[src/ccsp_pkg.sv]
// Purpose: shared constants and carriers for the CPU to CAN SFR port
// Assumes: 8-bit SFR bus, 8-bit direct and bit addresses
// Notes: one package, used by scoped names only
package ccsp_pkg;
	// ==========================================================
	// SFR locations
	localparam logic [7:0] SFR_STATUS_RAMADR = 8'hD8;
	localparam logic [7:0] SFR_IRQ_CMD = 8'hD9;
	localparam logic [7:0] SFR_DATA_WINDOW = 8'hDA;
	localparam logic [7:0] SFR_SELECTOR = 8'hDB;
	// Bit addresses of the status/RAM-address register, bit 0 .. bit 7
	localparam logic [7:0] BIT_STATUS_FIRST = 8'hD8;
	localparam logic [7:0] BIT_STATUS_LAST = 8'hDF;
	// ==========================================================
	// Selector layout and reset value
	localparam int SEL_DMA_POS = 7;
	localparam int SEL_RSVD_POS = 6;
	localparam int SEL_AUTO_INCREMENT_ENABLE_POS = 5;
	localparam int SEL_INDEX_W = 5;
	localparam logic [7:0] SELECTOR_RESET = 8'h64;
	localparam logic [7:0] DMA_RAM_ADDR_RESET = 8'h00;
	// Interrupt read image: reserved top bits read high
	localparam logic [2:0] IRQ_RSVD_ONES = 3'h7;
	localparam int IRQ_FLAG_W = 5;
	// ==========================================================
	// SFR bus request
	typedef struct packed {
		logic rd;
		logic wr;
		logic bit_wr;
		logic [7:0] addr;
		logic [7:0] wdata;
		logic bit_val;
	} ccsp_sfr_req_t;
	// Interrupt flags, bit 4 .. bit 0
	typedef struct packed {
		logic wake_up_irq_flag;
		logic overrun_irq_flag;
		logic error_irq_flag;
		logic transmit_irq_flag;
		logic receive_irq_flag;
	} ccsp_irq_t;
	// Status flags, bit 7 .. bit 0
	typedef struct packed {
		logic bus_off_state_flag;
		logic error_state_flag;
		logic transmitting_flag;
		logic receiving_flag;
		logic transmission_complete_flag;
		logic transmit_buffer_access_flag;
		logic data_overrun_flag;
		logic receive_buffer_full_flag;
	} ccsp_status_t;
	// Command strobe bits, bit 7 .. bit 0
	typedef struct packed {
		logic first_receive_input_active;
		logic second_receive_input_active;
		logic wake_up_mode_cmd;
		logic sleep_cmd;
		logic clear_overrun_cmd;
		logic release_receive_buffer_cmd;
		logic abort_transmission_cmd;
		logic transmission_request_cmd;
	} ccsp_cmd_t;
endpackage

[src/ccsp_regfile.sv]
// Purpose: internal CAN register file reached through the data window
// Assumes: one access per cycle, a read of an entry written in the same cycle returns the old value
// Notes: read data come out of a register, one cycle after the request
`timescale 1ns/100ps
module ccsp_regfile #(
	parameter int DEPTH = 32,
	parameter int AW = 5
) (
	input wire logic clk,
	input wire logic rd,
	input wire logic wr,
	input wire logic [AW-1:0] addr,
	input wire logic [7:0] wdata,
	output logic [7:0] rdata
);
	// ==========================================================
	// Storage
	logic [7:0] mem [DEPTH];

	// Elaboration check: the index must reach every entry
	if (DEPTH > (1 << AW) || DEPTH < 1)
	begin
		$error("ccsp_regfile: DEPTH does not fit AW");
	end

	// Write port
	always_ff @(posedge clk)
	begin
		if (wr)
			mem[addr] <= wdata;
	end

	// Registered read port
	always_ff @(posedge clk)
	begin
		if (rd)
			rdata <= mem[addr];
	end
endmodule

[src/ccsp_port.sv]
// Purpose: SFR port from the CPU to the CAN register file and DMA logic
// Assumes: CPU reads are answered one cycle after the request, window reads two cycles after
// Notes: controller flags arrive on the CPU clock, no synchroniser
//
// What this block does
// - Selector register read/write at DBH
// - Low five selector bits index window target
// - Selector resets to 64H
// - Selector bit 7 starts DMA transfer
// - Selector bit 5 enables auto increment
// - Data window read/write at DAH
// - Window reads/writes indexed internal register
// - D9H read returns interrupt register
// - Interrupt read bits 7..5 read one
// - Interrupt bits 4..0: WU,OVR,ERR,TX,RX
// - D9H write goes to command register
// - Command bits carry the eight command meanings
// - Status register bit addressable DFH..D8H
// - Status register read returns controller status
// - Status read bits: bus..receive buffer order
// - Status write latches DMA RAM address
// - Reserved interface bits read as one
// - Auto increment bumps selector per window access
// - DMA bit self clears on completion
`timescale 1ns/100ps
module ccsp_port #(
	parameter int REG_DEPTH = 32
) (
	input wire logic CLK,
	input wire logic RST,
	input wire ccsp_pkg::ccsp_sfr_req_t SFR_REQ,
	input wire ccsp_pkg::ccsp_irq_t IRQ_FLAGS,
	input wire ccsp_pkg::ccsp_status_t STATUS_FLAGS,
	input wire logic DMA_DONE,
	output logic [7:0] SFR_RDATA,
	output logic SFR_RVALID,
	output ccsp_pkg::ccsp_cmd_t CMD_STROBE,
	output logic CMD_VALID,
	output logic DMA_START,
	output logic [7:0] DMA_RAM_ADDR,
	output logic [4:0] DMA_BUF_INDEX,
	output logic DMA_ACTIVE
);
	// ==========================================================
	// Decode
	logic [7:0] selector;
	logic [7:0] next_selector;
	logic sel_hit;
	logic win_hit;
	logic irq_hit;
	logic sta_hit;
	logic sta_bit_hit;
	logic win_rd;
	logic win_wr;
	logic [7:0] win_rdata;
	logic [2:0] bit_pos;
	logic [7:0] status_image;
	logic [7:0] irq_image;
	logic [7:0] selector_image;
	logic [7:0] next_rdata;
	logic rd_window_q;

	// ==========================================================
	// Parameter check
	// Five index bits, so a deeper file could never be reached
	if (REG_DEPTH < 1 || REG_DEPTH > (1 << ccsp_pkg::SEL_INDEX_W))
	begin
		$error("ccsp_port: REG_DEPTH does not fit the selector index");
	end

	// Byte locations and the status bit range
	assign sel_hit = SFR_REQ.addr == ccsp_pkg::SFR_SELECTOR;
	assign win_hit = SFR_REQ.addr == ccsp_pkg::SFR_DATA_WINDOW;
	assign irq_hit = SFR_REQ.addr == ccsp_pkg::SFR_IRQ_CMD;
	assign sta_hit = SFR_REQ.addr == ccsp_pkg::SFR_STATUS_RAMADR;
	assign sta_bit_hit = SFR_REQ.addr >= ccsp_pkg::BIT_STATUS_FIRST &&
		SFR_REQ.addr <= ccsp_pkg::BIT_STATUS_LAST;
	assign bit_pos = SFR_REQ.addr[2:0];
	assign win_rd = SFR_REQ.rd && win_hit;
	assign win_wr = SFR_REQ.wr && win_hit;

	// ==========================================================
	// Read images
	// status bit order
	assign status_image = STATUS_FLAGS;
	assign irq_image = {ccsp_pkg::IRQ_RSVD_ONES, IRQ_FLAGS};
	assign selector_image = selector | (8'h01 << ccsp_pkg::SEL_RSVD_POS);

	// ==========================================================
	// Internal register file
	// window reaches indexed entry
	ccsp_regfile #(
		.DEPTH(REG_DEPTH),
		.AW(ccsp_pkg::SEL_INDEX_W)
	) u_regfile (
		.clk(CLK),
		.rd(win_rd),
		.wr(win_wr),
		.addr(selector[ccsp_pkg::SEL_INDEX_W-1:0]),
		.wdata(SFR_REQ.wdata),
		.rdata(win_rdata)
	);

	// ==========================================================
	// Selector next value
	always_comb
	begin
		next_selector = selector;
		if (SFR_REQ.wr && sel_hit)
			next_selector = SFR_REQ.wdata;
		else if ((win_rd || win_wr) && selector[ccsp_pkg::SEL_AUTO_INCREMENT_ENABLE_POS])
			next_selector = {selector[7:5],
				selector[4:0] + 5'h01};
		// completion clears DMA bit, a CPU selector write in the same cycle wins
		if (DMA_DONE && !(SFR_REQ.wr && sel_hit))
			next_selector[ccsp_pkg::SEL_DMA_POS] = 1'b0;
	end

	// Selector register
	always_ff @(posedge CLK)
	begin
		if (RST)
			selector <= ccsp_pkg::SELECTOR_RESET;
		else
			selector <= next_selector;
	end

	// ==========================================================
	// DMA RAM address, byte or single-bit write
	always_ff @(posedge CLK)
	begin
		if (RST)
			DMA_RAM_ADDR <= ccsp_pkg::DMA_RAM_ADDR_RESET;
		else if (SFR_REQ.wr && sta_hit)
			DMA_RAM_ADDR <= SFR_REQ.wdata;
		else if (SFR_REQ.bit_wr && sta_bit_hit)
			DMA_RAM_ADDR[bit_pos] <= SFR_REQ.bit_val;
	end

	// ==========================================================
	// DMA start and state
	always_ff @(posedge CLK)
	begin
		if (RST)
		begin
			DMA_START <= 1'b0;
			DMA_BUF_INDEX <= 5'h00;
			DMA_ACTIVE <= 1'b0;
		end
		else
		begin
			// writing bit 7 high kicks transfer
			DMA_START <= SFR_REQ.wr && sel_hit &&
				SFR_REQ.wdata[ccsp_pkg::SEL_DMA_POS];
			if (SFR_REQ.wr && sel_hit)
				DMA_BUF_INDEX <= SFR_REQ.wdata[4:0];
			DMA_ACTIVE <= next_selector[ccsp_pkg::SEL_DMA_POS];
		end
	end

	// ==========================================================
	// Command strobe
	always_ff @(posedge CLK)
	begin
		if (RST)
		begin
			CMD_STROBE <= '0;
			CMD_VALID <= 1'b0;
		end
		else
		begin
			// write at D9H is a command
			CMD_VALID <= SFR_REQ.wr && irq_hit;
			CMD_STROBE <= (SFR_REQ.wr && irq_hit) ? SFR_REQ.wdata : 8'h00;
		end
	end

	// ==========================================================
	// Read data mux for non-window locations
	always_comb
	begin
		next_rdata = 8'hFF;
		if (sel_hit)
			next_rdata = selector_image;
		else if (irq_hit)
			next_rdata = irq_image;
		else if (sta_hit)
			next_rdata = status_image;
	end

	// Read pipeline; window data join from the file output
	always_ff @(posedge CLK)
	begin
		if (RST)
		begin
			SFR_RDATA <= 8'hFF;
			SFR_RVALID <= 1'b0;
			rd_window_q <= 1'b0;
		end
		else
		begin
			rd_window_q <= 1'b0;
			SFR_RVALID <= SFR_REQ.rd && !win_hit;
			if (SFR_REQ.rd && !win_hit)
				SFR_RDATA <= next_rdata;
			// Window read costs one extra cycle
			if (win_rd)
				rd_window_q <= 1'b1;
			if (rd_window_q)
			begin
				SFR_RDATA <= win_rdata;
				SFR_RVALID <= 1'b1;
			end
		end
	end
endmodule

[config.mk]
export PLATFORM = sky130hd
export DESIGN_NAME = ccsp_port
export DESIGN_NICKNAME = d
export VERILOG_FILES = /design/src/ccsp_pkg.sv /design/src/ccsp_regfile.sv /design/src/ccsp_port.sv
export SDC_FILE = /design/constraint.sdc
export NUM_CORES = 1
export LEC_CHECK = 0
export ABC_AREA = 1
export BUFFER_PORTS_ARGS = -buffer_cell sky130_fd_sc_hd__buf_2
export CAP_MARGIN = 0
export CORE_MARGIN = 2
export CORE_UTILIZATION = 51
export CTS_CLUSTER_SIZE = 24
export DETAILED_ROUTE_END_ITERATION = 16
export GPL_ROUTABILITY_DRIVEN = 0
export GPL_TIMING_DRIVEN = 0
export PLACE_DENSITY = 0.77
export SLEW_MARGIN = 20
export SYNTH_ARGS = -nofsm -noshare
export SYNTH_HDL_FRONTEND = slang
export SYNTH_SLANG_ARGS = --single-unit
[constraint.sdc]
create_clock -name CLK -period 1.8 [get_ports CLK]
set_input_delay 0.09 -clock CLK [delete_from_list [all_inputs] [get_ports CLK]]
set_output_delay 0.09 -clock CLK [all_outputs]
set_load 0.05 [all_outputs]
==> qor.yml, run 1 <==
crit_path_max_fanout: 7
route.detailed.drc: 0
syn2layout_area_growth_pct: 28.60
cp.arrival_ps: 2360
grt_pass1_wl_um: 55040
ys_warn_count: 0
cap_violations: 0
wl_per_cell_um: 23.87
die_area_sq_mm: 0.02586
grt_pass1_vias: 9519
critPathKind: "flip-flop to flip-flop"
hp-class: "primary input to flip-flop"
final_nets: 1351
pin_count: 69
fmax_mhz: 485.7
status: "finished, violations left"
clockPowerShare_pct: 44.8
layout_min_cycle_time_ps: 2059
num_vias: 10210
power_density_mw_per_mm2: 906.9
syn-num-nets: 1171
p_int_uw: 11600
rsz0062_at_grt: "yes"
synth.area.mux_share_pct: 0
clock-sinks: 304
drt_pass1_iterations: 6
overflow: 0
cts_root_buf: "clkbuf_16"
endpoint_kind: "flip-flop"
tightest_slew_ps: 817.3
synth_area_leader_cell: "edfxtp_1"
cp_data_required_time_ps: 2100
setup_viol: 135
syn_area_sq_mm: 0.01254
synthSimpleGateAreaFrac_pct: 15.75
die_y_um: 160.8
fin_ws_ps: -258.8
viasPerCell: 6.167
fp.dieW_um: 160.8
drt_wl_total_um: 39530
fin_worst_skew_ps: 14.50
min_period_over_period_pct: 114.4
ys_seq_area_share_pct: 69.61
synth_top_area_share_pct: 63.23
initial_core_util_pct: 51.71
syn_inst: 1131
post_synth.cell_area_avg_sq_um: 11.09
slowest_delay_ps: 410
wl_met2_um: 18020
seq_power_share_pct: 52.4
slew_headroom_pct: 45.51
core_area_sq_mm: 0.02425
p_comb_share_pct: 2.8
hpwl_um: 21080
highest_layer: "met4"
design_area_sq_mm: 0.01612
vdd_drop_max_v: 0.0008067
grt_usage_pct: 28.01
ant_nets: 0
synth-adder-area-share_pct: 0.3992
antenna_found_initial: 0
htree_levels: 1
ys_types: 27
grt_max_degree: 35
postPlaceCellArea_sq_mm: 0.01329
critPathSlowestCell: "dfxtp_4"
dr.first_iter.drc_count: 1694
wl_met3_um: 5089
synth_area_leaders: "edfxtp_1 (63%), nor2_1 (6.6%), dfxtp_1 (6.4%)"
p_sw_uw: 3027
drive_gt1_share_pct: 27.55
path_clk_slew_ps: 70
cts_buffers: 31
cts_tree: "built"
fin_worst_hold_slack_ps: 12.60
leakage_uw: 0.005990
crit_chain: "buf_8, inv_8, clkbuf_16, clkbuf_16, o21ai_2, o22ai_2, nand2_1, nand2_2, nor2_2, nand2_2"
hold_viol_final: 0
pre_cts_ws_ps: -1275
synthXorXnorAreaFrac_pct: 0.2096
report.final.slew_viol_count: 0
rows: 57
r2r_setup_slack_ps: -260
clk_latency_ps: 560
m1WireLength_um: 13950
portBuffers: 67
startpoint_type: "flip-flop"
failed_checks: "negative setup slack"
synth-seq-cells: 304
ctsLongestPathBuffers: 3
synth_top_family_by_area: "simple AND/OR/NAND/NOR gates"
synth_compound_area_share_pct: 9.779
diodes: 0
p_sw_share_pct: 20.70
-- layer usage --
metal,GRT usage (%),vias to the layer above
met1,36.57,4756
met5,0,-
met2,45.10,897
met4,13.23,0
li1,-,4318
met3,6.147,241
-- critical path, delay by kind of cell, from the launching register on --
kind            cells  cell delay [ps]
compound gates      2              230
buf+inv             4              540
flops               1              410
simple gates        4              590
-- registers in the layout, summed over array words and instances, names as in the netlist --
| signal | count |
|---|---|
| SFR_RVALID | 1 |
| DMA_START | 1 |
| CMD_STROBE | 8 |
| SFR_RDATA | 8 |
| rd_window_q | 1 |
| DMA_BUF_INDEX | 5 |
| DMA_RAM_ADDR | 8 |
| u_regfile.mem | 256 |
| selector | 7 |
| u_regfile.rdata | 8 |
| CMD_VALID | 1 |
-- worst paths after layout --
check                        from  cells after the start            endpoint
hold / removal         SFR_REQ[9]                      7     DMA_RAM_ADDR[7]
setup / recovery      selector[0]                     10  u_regfile.rdata[1]
setup reg to reg      selector[0]                     10  u_regfile.rdata[1]
hold reg to reg   DMA_RAM_ADDR[5]                      2     DMA_RAM_ADDR[5]
-- layout by cell type, fill, tap and decap left out, types with 4 or more instances in the layout --
cell	instances
nand4_1	10
nor2_1	161
clkinv_1	8
o22ai_2	12
clkbuf_16	36
nor2_4	41
a21oi_1	19
clkbuf_4	5
nand3_1	25
nor3_4	4
buf_6	13
clkbuf_1	7
clkinvlp_4	7
buf_2	81
clkinv_2	4
edfxtp_1	264
buf_4	36
nand3b_1	10
o21ai_0	95
o21ai_1	31
nor2_2	24
inv_1	46
nor3_1	7
dlygate4sd3_1	23
nand2_2	24
nand3_2	4
dfxtp_1	38
nand2_1	164
bufinv_16	5
clkbuf_2	12
buf_12	21
o22ai_1	52
o21ai_2	13
-- cell type report --
cell class	instances	area [sq um]
Clock inverter	22	236.5
Clock buffer	32	779.5
Sequential cell	304	8736
Buffer	57	470.5
Timing Repair Buffer	148	1292
Tap cell	324	405.4
Multi-Input combinational cell	713	3964
Inverter	56	240.2
Fill cell	1589	8124
-- timing repair --
| item | in CTS | in global routing |
|---|---|---|
| pin swaps | 34 | 53 |
| buffers inserted | 43 | 9 |
| resized for setup | 139 | 139 |
| setup endpoints to repair | 266 | 265 |
| hold buffers | 23 | 0 |
| gates cloned | 0 | 6 |
| hold endpoints to repair | 26 | 0 |
-- Yosys cell counts, drive strengths merged --
library cell  count
a21oi            19
buf              24
clkbuf           34
dfxtp            40
edfxtp          264
ha                4
inv              56
nand2           192
nand3            29
nand3b           10
nand4            10
nor2            226
nor3             12
o211ai            1
o21ai           142
o21bai            1
o22ai            64
xor2              3
-- stage by stage --
| stage | cells | power, uW | setup TNS, ps | util [%] |
|---|---|---|---|---|
| 6_report | 1656 | 14620 | -3397 | 66.50 |
| 5_1_grt | 1656 | 14910 | -3049 | 66.50 |
| 4_1_cts | 1642 | 14530 | -14.52 | 64.21 |
| 3_5_place_dp | 1522 | 8165 | -233480 | 54.82 |
| 3_3_place_gp | 1522 | 8159 | -229730 | 54.82 |
| 2_1_floorplan | 1131 | 7970 | -19100 | - |
-- power by group through the flow --
stage          registers, uW  clock network [uW]  logic [uW]
5_1_grt                 7660                6820         439
3_3_place_gp            7810                   0         347
6_report                7660                6550         411
3_5_place_dp            7810                   0         352
4_1_cts                 7660                6490         386
2_1_floorplan           7850                   0         117
-- cell families after synthesis --
kind of cell | after synthesis
AO/OA/AOI/OAI | 227
AND/OR/NAND/NOR | 479
buffers and inverters | 114
XOR/XNOR | 3
flip-flops | 304
adder cells (fa/ha/maj) | 4
(Power assumes the default switching activity.)
==> run 2, diff against run 1 <==
ABC_AREA = 0   (was 1)
==> run 2 against run 1 <==
The run still ends with negative setup slack left. Final area decreased by 0.87%. Final cell count is 24% lower. Clock skew is 13 ps higher. Critical path type unchanged.
==> qor.yml, run 2 <==
seq_power_share_pct: 54.6  # +2.2 points
fin_ws_ps: -397.1  # -138.3 ps
pre_cts_ws_ps: -1136  # +138.7 ps
p_comb_share_pct: 2.6  # -0.2 points
synth_area_leader_cell: "edfxtp_1"
diodes: 0  # unchanged
regMostFlops: "u_regfile.mem"
antenna_found_initial: 1  # +1
p_int_uw: 10990  # -5.2%
critPathSlowestCell: "nor4_2"
route.detailed.drc: 0  # unchanged
placed_cells: 1119  # -26%
initial_core_util_pct: 51.89  # +0.18 points
overflow: 0  # unchanged
fin_worst_hold_slack_ps: 31.58  # +18.99 ps
fp.dieW_um: 158.5  # -1.4%
synth.area.mux_share_pct: 12.36  # +12 points
synthXorXnorAreaFrac_pct: 0.07191  # -0.14 points
syn2layout_area_growth_pct: 31.23
fmax_mhz: 455.1  # -6.3%
fin_worst_skew_ps: 27.56  # +13.07 ps
final_cells: 1257  # -24%
wl_met3_um: 4486  # -12%
crit_chain: "buf_4, buf_12, buf_12, nand4b_1, buf_6, nor2_1, nor4_2, o2111ai_2"
synth_top_family_by_area: "multiplexers"
tightest_slew_ps: 1101  # +284.0 ps
crit_start: "selector[0]"
slew_headroom_pct: 26.01  # -19 points
cp_data_required_time_ps: 2060  # -40 ps
synth-adder-area-share_pct: 0.4109  # +0.012 points
dr.first_iter.drc_count: 1379  # -19%
path_delay_family: "simple AND/OR/NAND/NOR gates"
wl_per_cell_um: 30.13  # +26%
ys_types: 64  # +140%
htree_levels: 1  # unchanged
ys_seq_area_share_pct: 71.66  # +2.0 points
hold_viol_final: 0  # unchanged
cts_root_buf: "clkbuf_16"
pin_count: 69  # unchanged
cp.arrival_ps: 2460  # +100 ps
grt_usage_pct: 27.75  # -0.26 points
grt_pass1_vias: 7958  # -16%
p_sw_uw: 3007  # -0.67%
post_synth.cell_area_avg_sq_um: 16.57  # +49%
hp-class: "primary input to flip-flop"
cap_violations: 0  # unchanged
drt_wl_total_um: 37870  # -4.2%
synth_area_leaders: "edfxtp_1 (65%), mux4_2 (8.0%), dfxtp_1 (6.6%)"
leakage_uw: 0.005071  # -15%
r2r_setup_slack_ps: -400  # -140 ps
timing.rr.end: "u_regfile.rdata[3]"
synth-seq-cells: 304  # unchanged
die_area_sq_mm: 0.02513  # -2.8%
viasPerCell: 6.706  # +8.7%
syn-num-nets: 775  # -34%
setup_viol: 144  # +6.7%
setup_tns_ps: -18100  # -14700 ps
cp_num_cells: 8  # -2
synthMostInstantiatedCell: "edfxtp_1"
slowest_delay_ps: 400  # about the same
num_vias: 8429  # -17%
ant_nets: 0  # unchanged
async_flop_share_pct: 0  # unchanged
endpoint: "u_regfile.rdata[3]"
synth_compound_area_share_pct: 5.845  # -3.9 points
final_cell_mix: "edfxtp_1 (264), buf_2 (69), mux4_2 (43)"
drive_gt1_share_pct: 41.79  # +14 points
ys_warn_count: 0  # unchanged
cts_tree: "built"
critPathKind: "flip-flop to flip-flop"
path_clk_slew_ps: 70  # about the same
m1WireLength_um: 13320  # -4.5%
wl_met2_um: 17630  # -2.1%
largest_reg_flops: 256  # unchanged
crit_path_max_fanout: 11  # +4
status: "finished, violations left"
drt_pass1_iterations: 5  # -1
syn_inst: 735  # -35%
p_sw_share_pct: 21.48  # +0.78 points
synth_top_area_share_pct: 65.08  # +1.9 points
reg2reg_depth: 8  # -2
clock-sinks: 304  # unchanged
syn_area_sq_mm: 0.01218  # -2.9%
hpwl_um: 18440  # -13%
grt_pass1_wl_um: 50820  # -7.7%
rsz0062_at_grt: "yes"
synthSimpleGateAreaFrac_pct: 7.776  # -8.0 points
layout_min_cycle_time_ps: 2197  # +138.3 ps
rows: 56  # -1.8%
min_period_over_period_pct: 122.1  # +7.7 points
synth-edff-count: 264  # unchanged
cts_buffers: 30  # -3.2%
ys_top_cells_by_count: "edfxtp_1 (264), nor2_1 (55), mux2i_1 (48)"
clockPowerShare_pct: 42.8  # -2.0 points
failed_checks: "negative setup slack"
r2r-start: "selector[0]"
power_density_mw_per_mm2: 875.6  # -3.5%
portBuffers: 65  # -3.0%
final_core_util_pct: 68.10  # +1.6 points
vdd_drop_max_v: 0.0006254  # -22%
clk_latency_ps: 570  # about the same
die_y_um: 158.5  # -1.4%
crit_buf_inv: 4  # unchanged
startpoint_type: "flip-flop"
final_common_cell: "edfxtp_1"
endpoint_kind: "flip-flop"
highest_layer: "met5"
core_area_sq_mm: 0.02347  # -3.2%
final_nets: 954  # -29%
grt_max_degree: 37  # +5.7%
cpMostUsedCell: "buf_12"
report.final.slew_viol_count: 0  # unchanged
synthFlopType: "edfxtp_1"
ctsLongestPathBuffers: 3  # unchanged
[run 2: cell types whose count changed in the layout (fill, tap and decap cells not counted), sizes merged, moves of 10 or more]
cell         change
a211oi          +10
nor4            +11
buf             +13
nand2          -160
o21ai          -131
a22oi           +10
dlygate4sd3     -14
inv             -47
mux4            +43
and2            +13
o22ai           -39
nor2           -171
nand3           -12
mux2i           +48
[run 2: worst min path at each step]
stage	start	endpoint	slack, ps	depth (start not counted)
after floorplan	SFR_REQ[1]	u_regfile.mem[0][0]	190	0
after global placement	DMA_DONE	selector[7]	380	3
after detailed placement	DMA_DONE	selector[7]	380	3
after CTS	SFR_REQ[10]	CMD_VALID	8	3
after global routing	SFR_REQ[10]	CMD_VALID	40	3
final	SFR_REQ[17]	DMA_RAM_ADDR[0]	30	3
[run 2: per-stage QoR]
stage | total power [uW] | area [sq um]
global route | 14300 | 15980
global placement | 8101 | 12910
detailed placement | 8112 | 12910
floorplan | 7922 | 12190
CTS | 13860 | 15590
finish | 14000 | 15980
[run 2: layout make-up]
type / instances / area, sq um
tap: 319 / 399.1
inverter: 8 / 48.80
sequential: 304 / 8737
fill: 1361 / 7488
buffer: 36 / 394.1
multi-input combinational: 380 / 3969
clock buffer: 41 / 833.3
clock inverter: 15 / 82.58
timing repair buffer: 154 / 1520
[run 2: layer usage]
metal / GRT usage (%) / vias up
li1: - / 3309
met1: 37.18 / 4167
met2: 44.24 / 768
met3: 5.144 / 183
met4: 13.34 / 2
met5: 0 / -
[run 2: cell families (layout without fill, tap and decap cells)]
group                    count (synthesis)  after routing
XOR/XNOR                                 1              1
adder cells (fa/ha/maj)                  4              4
multiplexers                            96             96
flip-flops                             304            304
buffers and inverters                   51            254
AND/OR/NAND/NOR                        177            177
AO/OA/AOI/OAI                          102            102
[run 2: worst min-delay path: cells and delay by family]
family,cells,cell delay [ps]
buffers and inverters,1,170
AOI/OAI and AO/OA,2,260
[run 2: power groups by stage]
stage,Clock [uW],Sequential [uW],Combinational (uW)
finish,5990,7650,359
floorplan,0,7810,113
detailed placement,0,7800,312
global route,6280,7640,380
global placement,0,7800,302
CTS,5870,7650,342
[run 2: repair_timing]
action,CTS,global route
gates resized for setup,222,44
pin swaps,47,34
gates cloned,4,2
endpoints found under the hold margin,11,0
setup buffers,57,18
endpoints found under the setup margin,271,258
hold buffers,9,0
